## src/hdl/ibus_watch_pkg.sv

```systemverilog
package ibus_watch_pkg;

  // Special-register numbers used by the move instructions
  localparam logic [9:0] SPR_LOAD_STORE_COMPARE_CONTROL = 10'h09c;
  localparam logic [9:0] SPR_FETCH_WATCH_CONTROL        = 10'h09e;

  localparam logic [31:0] FETCH_WATCH_CONTROL_RESET = 32'h0000_0000;
  localparam logic [31:0] LOAD_STORE_CONTROL_RESET  = 32'h0000_0000;
  // Bits 30:31 of the load/store control are reserved and read as zero
  localparam logic [31:0] LOAD_STORE_WRITE_MASK     = 32'hffff_fffc;

  // Compare-type codes, shared by instruction and load/store comparators
  localparam logic [2:0] CMP_EQUAL     = 3'h4;
  localparam logic [2:0] CMP_LESS      = 3'h5;
  localparam logic [2:0] CMP_GREATER   = 3'h6;
  localparam logic [2:0] CMP_NOT_EQUAL = 3'h7;

  // Watchpoint select codes; top bit clear means inactive
  localparam logic [1:0] WATCH_SINGLE  = 2'h2;
  localparam logic [1:0] WATCH_PAIR    = 2'h3;

  // Show-cycle codes
  localparam logic [1:0] SHOW_ALL      = 2'h0;
  localparam logic [1:0] SHOW_FLOW     = 2'h1;
  localparam logic [1:0] SHOW_INDIRECT = 2'h2;
  localparam logic [1:0] SHOW_NONE     = 2'h3;

  localparam int NUM_CMP = 4;

  // Field order follows the register from bit 0 (most significant) down
  typedef struct packed {
    logic [2:0] cmp_a_type;
    logic [2:0] cmp_b_type;
    logic [2:0] cmp_c_type;
    logic [2:0] cmp_d_type;
    logic [1:0] fetch_watch_0_select;
    logic [1:0] fetch_watch_1_select;
    logic [1:0] fetch_watch_2_select;
    logic [1:0] fetch_watch_3_select;
    logic [0:3] sw_trap_en;
    logic [0:3] devport_trap_en;
    logic       skip_first_hit;
    logic       serialize_n;
    logic [1:0] show_cycle_sel;
  } fetch_watch_ctrl_t;

  typedef struct packed {
    logic [2:0] cmp_e_type;
    logic [2:0] cmp_f_type;
    logic [2:0] cmp_g_type;
    logic [2:0] cmp_h_type;
    logic [1:0] cmp_e_dir;
    logic [1:0] cmp_f_dir;
    logic [1:0] cmp_g_size;
    logic [1:0] cmp_h_size;
    logic       cmp_g_signed;
    logic       cmp_h_signed;
    logic [3:0] cmp_g_byte_mask;
    logic [3:0] cmp_h_byte_mask;
    logic [1:0] reserved;
  } load_store_ctrl_t;

  typedef struct packed {
    logic        valid;
    logic [31:0] addr;
  } fetch_req_t;

endpackage : ibus_watch_pkg

```

## src/hdl/ibus_watchpoint_control.sv

```systemverilog
// Functional notes
// - Three-bit compare type; top bit zero inactive
// - Watch 0: A match, or A and B
// - Watch 1: B match, or A or B
// - Watch 2: C match, or C and D
// - Watch 3: D match, or C or D
// - Per-watch software trap enable, reset zero
// - Dev-port trap enables read-only to software
// - Skip-first-hit ignores first breakpoint match
// - Serialize bit zero forces fetch serialization
// - Show-cycle select: all, flow, indirect, none
// - Serialized when serialize bit zero or show-all
// - New show select acts two instructions later
// - Reset clears the fetch watch control
// - Load/store address direction qualifier, two bits
// - Load/store data compare size field
// - Load/store data signed or unsigned mode
// - Load/store data byte mask, set excludes
`timescale 1ns/1ps
`default_nettype none
module ibus_watchpoint_control (
  input  wire logic                             core_clk,
  input  wire logic                             reset_n,
  input  wire logic                             spr_wr_en,
  input  wire logic                             spr_rd_en,
  input  wire logic [9:0]                       spr_num,
  input  wire logic [31:0]                      spr_wdata,
  output logic [31:0]                           spr_rdata,
  output logic                                  spr_rd_hit,
  input  wire logic                             devport_en_wr,
  input  wire logic [0:3]                       devport_en_data,
  input  wire ibus_watch_pkg::fetch_req_t       fetch_req,
  input  wire logic [3:0][29:0]                 cmp_value,
  input  wire logic                             instr_done,
  output logic [0:3]                            watch_hit,
  output logic [0:3]                            sw_trap,
  output logic [0:3]                            devport_trap,
  output logic                                  fetch_serialize,
  output logic [1:0]                            show_cycle_mode,
  output var ibus_watch_pkg::load_store_ctrl_t  load_store_cfg
);
  import ibus_watch_pkg::*;

  fetch_watch_ctrl_t ctrl_reg,        ctrl_next;
  load_store_ctrl_t  lsu_reg,         lsu_next;
  logic [1:0]        show_active_reg, show_active_next;
  logic              show_pend_reg,   show_pend_next;
  logic              hit_seen_reg,    hit_seen_next;
  logic [0:3]        hit_reg,         hit_next;
  logic [0:3]        sw_trap_reg,     sw_trap_next;
  logic [0:3]        dev_trap_reg,    dev_trap_next;
  logic              serialize_reg,   serialize_next;
  logic [31:0]       rdata_reg,       rdata_next;
  logic              rd_hit_reg,      rd_hit_next;

  logic [3:0][2:0]   cmp_type;
  logic [3:0]        cmp_match;
  logic [0:3]        watch_raw;
  logic [0:3]        bp_raw;
  logic              suppress;
  logic              wr_fetch;
  logic              wr_lsu;

  assign cmp_type[0] = ctrl_reg.cmp_a_type;
  assign cmp_type[1] = ctrl_reg.cmp_b_type;
  assign cmp_type[2] = ctrl_reg.cmp_c_type;
  assign cmp_type[3] = ctrl_reg.cmp_d_type;

  generate
    for (genvar i = 0; i < NUM_CMP; i++) begin : g_cmp
      fetch_addr_compare u_cmp (
        .cmp_type   (cmp_type[i]),
        .fetch_word (fetch_req.addr[31:2]),
        .cmp_value  (cmp_value[i]),
        .match      (cmp_match[i])
      );
    end
  endgenerate

  assign wr_fetch = spr_wr_en && (spr_num == SPR_FETCH_WATCH_CONTROL);
  assign wr_lsu   = spr_wr_en && (spr_num == SPR_LOAD_STORE_COMPARE_CONTROL);

  // Watchpoint combining
  always_comb begin
    watch_raw[0] = ctrl_reg.fetch_watch_0_select[1] &&
                   (ctrl_reg.fetch_watch_0_select[0] ? (cmp_match[0] && cmp_match[1]) : cmp_match[0]);
    watch_raw[1] = ctrl_reg.fetch_watch_1_select[1] &&
                   (ctrl_reg.fetch_watch_1_select[0] ? (cmp_match[0] || cmp_match[1]) : cmp_match[1]);
    watch_raw[2] = ctrl_reg.fetch_watch_2_select[1] &&
                   (ctrl_reg.fetch_watch_2_select[0] ? (cmp_match[2] && cmp_match[3]) : cmp_match[2]);
    watch_raw[3] = ctrl_reg.fetch_watch_3_select[1] &&
                   (ctrl_reg.fetch_watch_3_select[0] ? (cmp_match[2] || cmp_match[3]) : cmp_match[3]);
    watch_raw    = fetch_req.valid ? watch_raw : 4'h0;
    bp_raw       = watch_raw & (ctrl_reg.sw_trap_en | ctrl_reg.devport_trap_en);
    suppress     = ctrl_reg.skip_first_hit && !hit_seen_reg;
  end

  // Register file, software and development port writes
  always_comb begin
    ctrl_next = ctrl_reg;
    lsu_next  = lsu_reg;
    if (wr_fetch) begin
      // Software cannot touch the dev-port enables
      ctrl_next                 = fetch_watch_ctrl_t'(spr_wdata);
      ctrl_next.devport_trap_en = ctrl_reg.devport_trap_en;
    end
    if (devport_en_wr) begin
      ctrl_next.devport_trap_en = devport_en_data;
    end
    if (wr_lsu) begin
      lsu_next = load_store_ctrl_t'(spr_wdata & LOAD_STORE_WRITE_MASK);
    end
    rd_hit_next = spr_rd_en && ((spr_num == SPR_FETCH_WATCH_CONTROL) ||
                                (spr_num == SPR_LOAD_STORE_COMPARE_CONTROL));
    rdata_next  = 32'h0000_0000;
    if (spr_rd_en && (spr_num == SPR_FETCH_WATCH_CONTROL)) begin
      rdata_next = ctrl_reg;
    end else if (spr_rd_en && (spr_num == SPR_LOAD_STORE_COMPARE_CONTROL)) begin
      rdata_next = lsu_reg;
    end
  end

  // Show-cycle hand-over: the instruction after the move still sees the old value
  always_comb begin
    show_active_next = show_active_reg;
    show_pend_next   = show_pend_reg;
    if (wr_fetch) begin
      show_pend_next = 1'b1;
    end else if (show_pend_reg && instr_done) begin
      show_active_next = ctrl_reg.show_cycle_sel;
      show_pend_next   = 1'b0;
    end
    serialize_next = !ctrl_reg.serialize_n || (show_active_next == SHOW_ALL);
  end

  // Match outputs and first-hit tracking
  always_comb begin
    hit_next      = watch_raw;
    sw_trap_next  = suppress ? 4'h0 : (watch_raw & ctrl_reg.sw_trap_en);
    dev_trap_next = suppress ? 4'h0 : (watch_raw & ctrl_reg.devport_trap_en);
    hit_seen_next = hit_seen_reg;
    if (wr_fetch) begin
      hit_seen_next = 1'b0;
    end
    // A hit in the same cycle as a rewrite still counts as the skipped one
    if (|bp_raw) begin
      hit_seen_next = 1'b1;
    end
  end

  always_ff @(posedge core_clk) begin
    if (!reset_n) begin
      ctrl_reg        <= fetch_watch_ctrl_t'(FETCH_WATCH_CONTROL_RESET);
      lsu_reg         <= load_store_ctrl_t'(LOAD_STORE_CONTROL_RESET);
      show_active_reg <= SHOW_ALL;
      show_pend_reg   <= 1'b0;
      hit_seen_reg    <= 1'b0;
      hit_reg         <= 4'h0;
      sw_trap_reg     <= 4'h0;
      dev_trap_reg    <= 4'h0;
      serialize_reg   <= 1'b1;
      rdata_reg       <= 32'h0000_0000;
      rd_hit_reg      <= 1'b0;
    end else begin
      ctrl_reg        <= ctrl_next;
      lsu_reg         <= lsu_next;
      show_active_reg <= show_active_next;
      show_pend_reg   <= show_pend_next;
      hit_seen_reg    <= hit_seen_next;
      hit_reg         <= hit_next;
      sw_trap_reg     <= sw_trap_next;
      dev_trap_reg    <= dev_trap_next;
      serialize_reg   <= serialize_next;
      rdata_reg       <= rdata_next;
      rd_hit_reg      <= rd_hit_next;
    end
  end

  assign spr_rdata       = rdata_reg;
  assign spr_rd_hit      = rd_hit_reg;
  assign watch_hit       = hit_reg;
  assign sw_trap         = sw_trap_reg;
  assign devport_trap    = dev_trap_reg;
  assign fetch_serialize = serialize_reg;
  assign show_cycle_mode = show_active_reg;
  assign load_store_cfg  = lsu_reg;

  a_reset_clears_ctrl: assert property (@(posedge core_clk) !reset_n |=> (ctrl_reg == 32'h0 && !fetch_serialize == 1'b0))
    else $error("control not cleared by reset");

  a_cmp_inactive_nohit: assert property (@(posedge core_clk) disable iff (!reset_n)
    (fetch_req.valid && !ctrl_reg.cmp_a_type[2] && ctrl_reg.fetch_watch_0_select == WATCH_SINGLE) |=> !watch_hit[0])
    else $error("inactive comparator produced a hit");

  a_watch_pair_and: assert property (@(posedge core_clk) disable iff (!reset_n)
    (ctrl_reg.fetch_watch_0_select == WATCH_PAIR) |=> (watch_hit[0] == $past(fetch_req.valid && cmp_match[0] && cmp_match[1])))
    else $error("watch 0 pair mode wrong");

  a_watch_pair_or: assert property (@(posedge core_clk) disable iff (!reset_n)
    (fetch_req.valid && ctrl_reg.fetch_watch_1_select == WATCH_PAIR && (cmp_match[0] || cmp_match[1])) |=> watch_hit[1])
    else $error("watch 1 or mode missed");

  a_sw_trap_fire: assert property (@(posedge core_clk) disable iff (!reset_n)
    (watch_raw[2] && ctrl_reg.sw_trap_en[2] && !suppress) |=> sw_trap[2])
    else $error("software trap missed");

  a_devport_ro_bits: assert property (@(posedge core_clk) disable iff (!reset_n)
    (wr_fetch && !devport_en_wr) |=> $stable(ctrl_reg.devport_trap_en))
    else $error("software altered dev-port enables");

  a_skip_first_hit: assert property (@(posedge core_clk) disable iff (!reset_n)
    (suppress && |bp_raw) |=> (sw_trap == 4'h0 && devport_trap == 4'h0 && hit_seen_reg))
    else $error("first hit not skipped");

  a_serialize_level: assert property (@(posedge core_clk) disable iff (!reset_n)
    ##1 (fetch_serialize == (!$past(ctrl_reg.serialize_n) || show_cycle_mode == SHOW_ALL)))
    else $error("serialize level wrong");

  a_show_old_kept: assert property (@(posedge core_clk) disable iff (!reset_n)
    wr_fetch |=> ($stable(show_cycle_mode) ##1 (show_cycle_mode == $past(ctrl_reg.show_cycle_sel) || !$past(instr_done))))
    else $error("show select changed too early");

  a_lsu_write_back: assert property (@(posedge core_clk) disable iff (!reset_n)
    wr_lsu |=> (load_store_cfg == $past(spr_wdata & LOAD_STORE_WRITE_MASK)))
    else $error("load/store control write lost");

endmodule : ibus_watchpoint_control
`default_nettype wire

```

## src/hdl/fetch_addr_compare.sv

```systemverilog
`timescale 1ns/1ps
`default_nettype none
module fetch_addr_compare (
  input  wire logic [2:0]  cmp_type,
  input  wire logic [29:0] fetch_word,
  input  wire logic [29:0] cmp_value,
  output logic             match
);
  import ibus_watch_pkg::*;

  always_comb begin
    match = 1'b0;
    if (cmp_type[2]) begin
      case (cmp_type)
        CMP_EQUAL:     match = (fetch_word == cmp_value);
        CMP_LESS:      match = (fetch_word <  cmp_value);
        CMP_GREATER:   match = (fetch_word >  cmp_value);
        CMP_NOT_EQUAL: match = (fetch_word != cmp_value);
        default:       match = 1'b0;
      endcase
    end
  end
endmodule : fetch_addr_compare
`default_nettype wire

```

## config.mk

```make
export PLATFORM = sky130hd
export DESIGN_NAME = ibus_watchpoint_control
export DESIGN_NICKNAME = d
export VERILOG_FILES = /design/src/hdl/ibus_watch_pkg.sv /design/src/hdl/ibus_watchpoint_control.sv /design/src/hdl/fetch_addr_compare.sv
export SDC_FILE = /design/constraint.sdc
export NUM_CORES = 1
export LEC_CHECK = 0
export BUFFER_PORTS_ARGS = -buffer_cell sky130_fd_sc_hd__buf_2
export CAP_MARGIN = 20
export CORE_MARGIN = 8
export CORE_UTILIZATION = 40
export DETAILED_ROUTE_END_ITERATION = 8
export PLACE_DENSITY = 0.64
export SETUP_SLACK_MARGIN = 0.2
export SLEW_MARGIN = 20
export SYNTH_ARGS = -nofsm -noshare
export SYNTH_HDL_FRONTEND = slang
export SYNTH_SLANG_ARGS = --single-unit
export TNS_END_PERCENT = 100
```

## constraint.sdc

```tcl
create_clock -name core_clk -period 3.02 [get_ports core_clk]
set_input_delay 0.453 -clock core_clk [delete_from_list [all_inputs] [get_ports core_clk]]
set_output_delay 0.453 -clock core_clk [all_outputs]
set_load 0.005 [all_outputs]
```

==> impl_results.md <==
* Status: completed
* CP Buf/Inv Count at 1
* Place WS at -239 ps
* Max-slew headroom at 0.557
* TritonCTS clock tree: built
* Max_cap viols at 0
* Post-synth EDFFs at 0
* DRC Markers at 0
* Crit-path max cell delay at 380 ps
* Reg-to-reg critical path startpoint: cmp_type[7]
* Vias in the first global route at 7205
* First-pass GRT wire length at 37.1 mm
* Top delay family on crit path: compound AO/OA/AOI/OAI gates
* Reg2Reg Depth at 7
* Worst Hold Path Cells at 3
* Max reg flops at 32
* PD cells at 353 nW/um^2
* Final WL at 23.8 mm
* FF+latch count, synth at 112
* Clk_lat worst skew at 340 ps
* Crit Reg-Reg Endpoint: hit_seen_reg
* Core Region at 17400 sq um
* Post-route cell area at 9120 sq um
* Initial antenna violation count at 4
* Vias/cell at 4.98
* DR WL/cell at 16.9 microns
* Fin crit share at 0.898
* GPL Wtd Cong at 0.882
* Max Slew Vio Count at 0
* Setup violators final at 0
* Maximum clock rate at 369 MHz
* Cell taking the most area after synthesis: dfxtp_1
* Synthesized area per cell at 7.93 sq um
* Setup CP Type: in -> reg
* Yosys cell types at 55
* Post-synth ARST share at 0
* Sequential-to-total area share from yosys stat at 0.315
* Fin worst setup slack at 309 ps
* CTS root buffer: clkbuf_16
* Most common cell after layout, fill and taps aside: buf_2
* Starting DRT DRC Count at 344
* First drt pass iteration count at 4
* Die span in x at 149 microns
* Area share of the largest cell type after synthesis at 0.315
* Dpl hpwl at 19.7 mm
* R2R Setup Slk at 1230 ps
* Cells after Synth at 898
* CP endpoint kind: flip-flop
* Highest net fanout along the worst path at 4
* Minimum clock period after layout at 2710 ps
* Synthesis Warnings at 0
* Nets at 1499
* Std-Cell Rows at 48
* Tightest Pin Transition at 665 ps
* TritonCTS buffer count at 9
* Hold_sp: spr_wdata[4]
* Worst-path clk slew at 80 ps
* Grt ovf at 0
* Max VDD drop at 423 uV
* Final hold violations at 0
* Die height at 149 microns
* Crit-path cells: buf_2 > ha_1 > a21oi_1 > a21boi_0 > o31a_1 > o31ai_1 > o311ai_1 > mux2_2 > o211ai_1 > o22a_1 > o211ai_2
* Layout area overhead at 28.2%
* CTS HTree Levels at 3
* Via total after detailed routing at 7003
* Layout cells sized above 1 at 0.274
* IO Pins at 285
* Antenna Nets Post-Route at 0
* Hold crit path type: in -> reg
* WP data required at 3240 ps
* Setup Skew at 7.39 ps
* Critical Path Source Type: input port
* Data arrival, critical path at 2930 ps
* Static Leak at 4.75 nW
* Dpl cell area at 8820 sq um
* CTS max path bufs at 2
* Hold buffers post-CTS at 0
* Dominant synthesized flop cell: dfxtp_1
* Unrepaired setup endpoints after global routing: false
* Die area at 22300 sq um
* Critical path's slowest cell: o31ai_1
* Largest cells by area after synthesis: dfxtp_1, ha_1, a21oi_1
* Initial Util at 0.410
* Largest net degree at the start of global routing at 46
* Clock Sinks at 112
* GRT Total Usage at 0.208
* Most frequent cells in the layout: buf_2, nand2_1, inv_1, ha_1, dfxtp_1
* PortBufs at 280
* Post-Syn Area at 7120 sq um
* Hold Path Sink: load_store_cfg[4]
[synth_stat cells, types with 3 or more instances]
| library cell | count |
|---|---|
| a21o_1 | 10 |
| o31ai_1 | 3 |
| inv_1 | 128 |
| o211ai_1 | 4 |
| nand2_1 | 142 |
| dfxtp_1 | 112 |
| nor3_1 | 10 |
| a211oi_1 | 3 |
| nor4_1 | 3 |
| and2_1 | 3 |
| a21boi_0 | 4 |
| buf_1 | 4 |
| o21ai_0 | 16 |
| ha_1 | 120 |
| nor2_1 | 54 |
| nor2b_1 | 3 |
| clkbuf_1 | 23 |
| nand2b_1 | 7 |
| a21oi_1 | 108 |
| and3_1 | 15 |
| mux2i_1 | 36 |
| o21a_1 | 3 |
| nand3_1 | 17 |
| or3_1 | 3 |
| nand4_1 | 26 |
[worst reg2reg max path: stages, from the launching register on]
cell and delay [ps]:
dfxtp_1 380, inv_1 150, nor2_1 80, a2111oi_2 400, a311oi_2 120, a32o_1 340
o211ai_1 110, o211ai_2 100
[kinds of logic after synthesis]
logic type,Yosys count,share of synthesized area
compound gates,175,0.147
fa+ha+maj,120,0.211
buf+inv,160,0.0858
flops,112,0.315
mux,37,0.0522
other cells,1,0.000527
simple gates,293,0.188
[area by class of cell]
class | count | area [sq um]
Multi-Input combinational cell | 627 | 4280
Fill cell | 1698 | 8230
Tap cell | 225 | 282
Antenna cell | 2 | 5.00
Inverter | 129 | 484
Timing Repair Buffer | 295 | 1540
Clock buffer | 10 | 229
Clock inverter | 6 | 61.3
Sequential cell | 112 | 2240
[metrics by stage]
stage,total power [mW],instances,hold slack (ps),setup TNS (ps),util
final,3.22,1406,339,0,0.526
after floorplan,1.83,899,381,0,-
after global routing,3.39,1405,331,0,0.525
after CTS,3.25,1404,328,0,0.525
after detailed placement,2.10,1388,407,-1290,0.508
after global placement,2.09,1388,410,-1580,0.508
[metal layers]
metal,share of wire,vias to the layer above,track usage
met1,0.43,3137,0.256
met4,0.010,6,0.0439
li1,-,3611,-
met2,0.47,228,0.354
met5,0.0014,-,0
met3,0.089,21,0.0589
[worst max-delay path by stage]
stage / start / slack (ps) / endpoint / cells after the start
3_5_place_dp: fetch_req[6] / -240 / hit_seen_reg / 11
2_1_floorplan: cmp_value[75] / 410 / hit_seen_reg / 11
3_3_place_gp: fetch_req[6] / -270 / hit_seen_reg / 11
5_1_grt: fetch_req[6] / 200 / hit_seen_reg / 11
4_1_cts: fetch_req[6] / 250 / hit_seen_reg / 11
6_report: fetch_req[6] / 310 / hit_seen_reg / 11
[power breakdown]
part	leakage [nW]	switching (mW)	internal, mW
Clock	0.139	0.573	0.583
Sequential	0.902	0.00557	1.48
Combinational	3.71	0.313	0.269
[what timing repair did]
action	4_1_cts	5_1_grt
setup endpoints to repair	7	3
pin swaps	0	2
hold endpoints to repair	0	0
buffers inserted	0	0
gates resized for setup	1	2
Power figures use the tool's default switching activity.
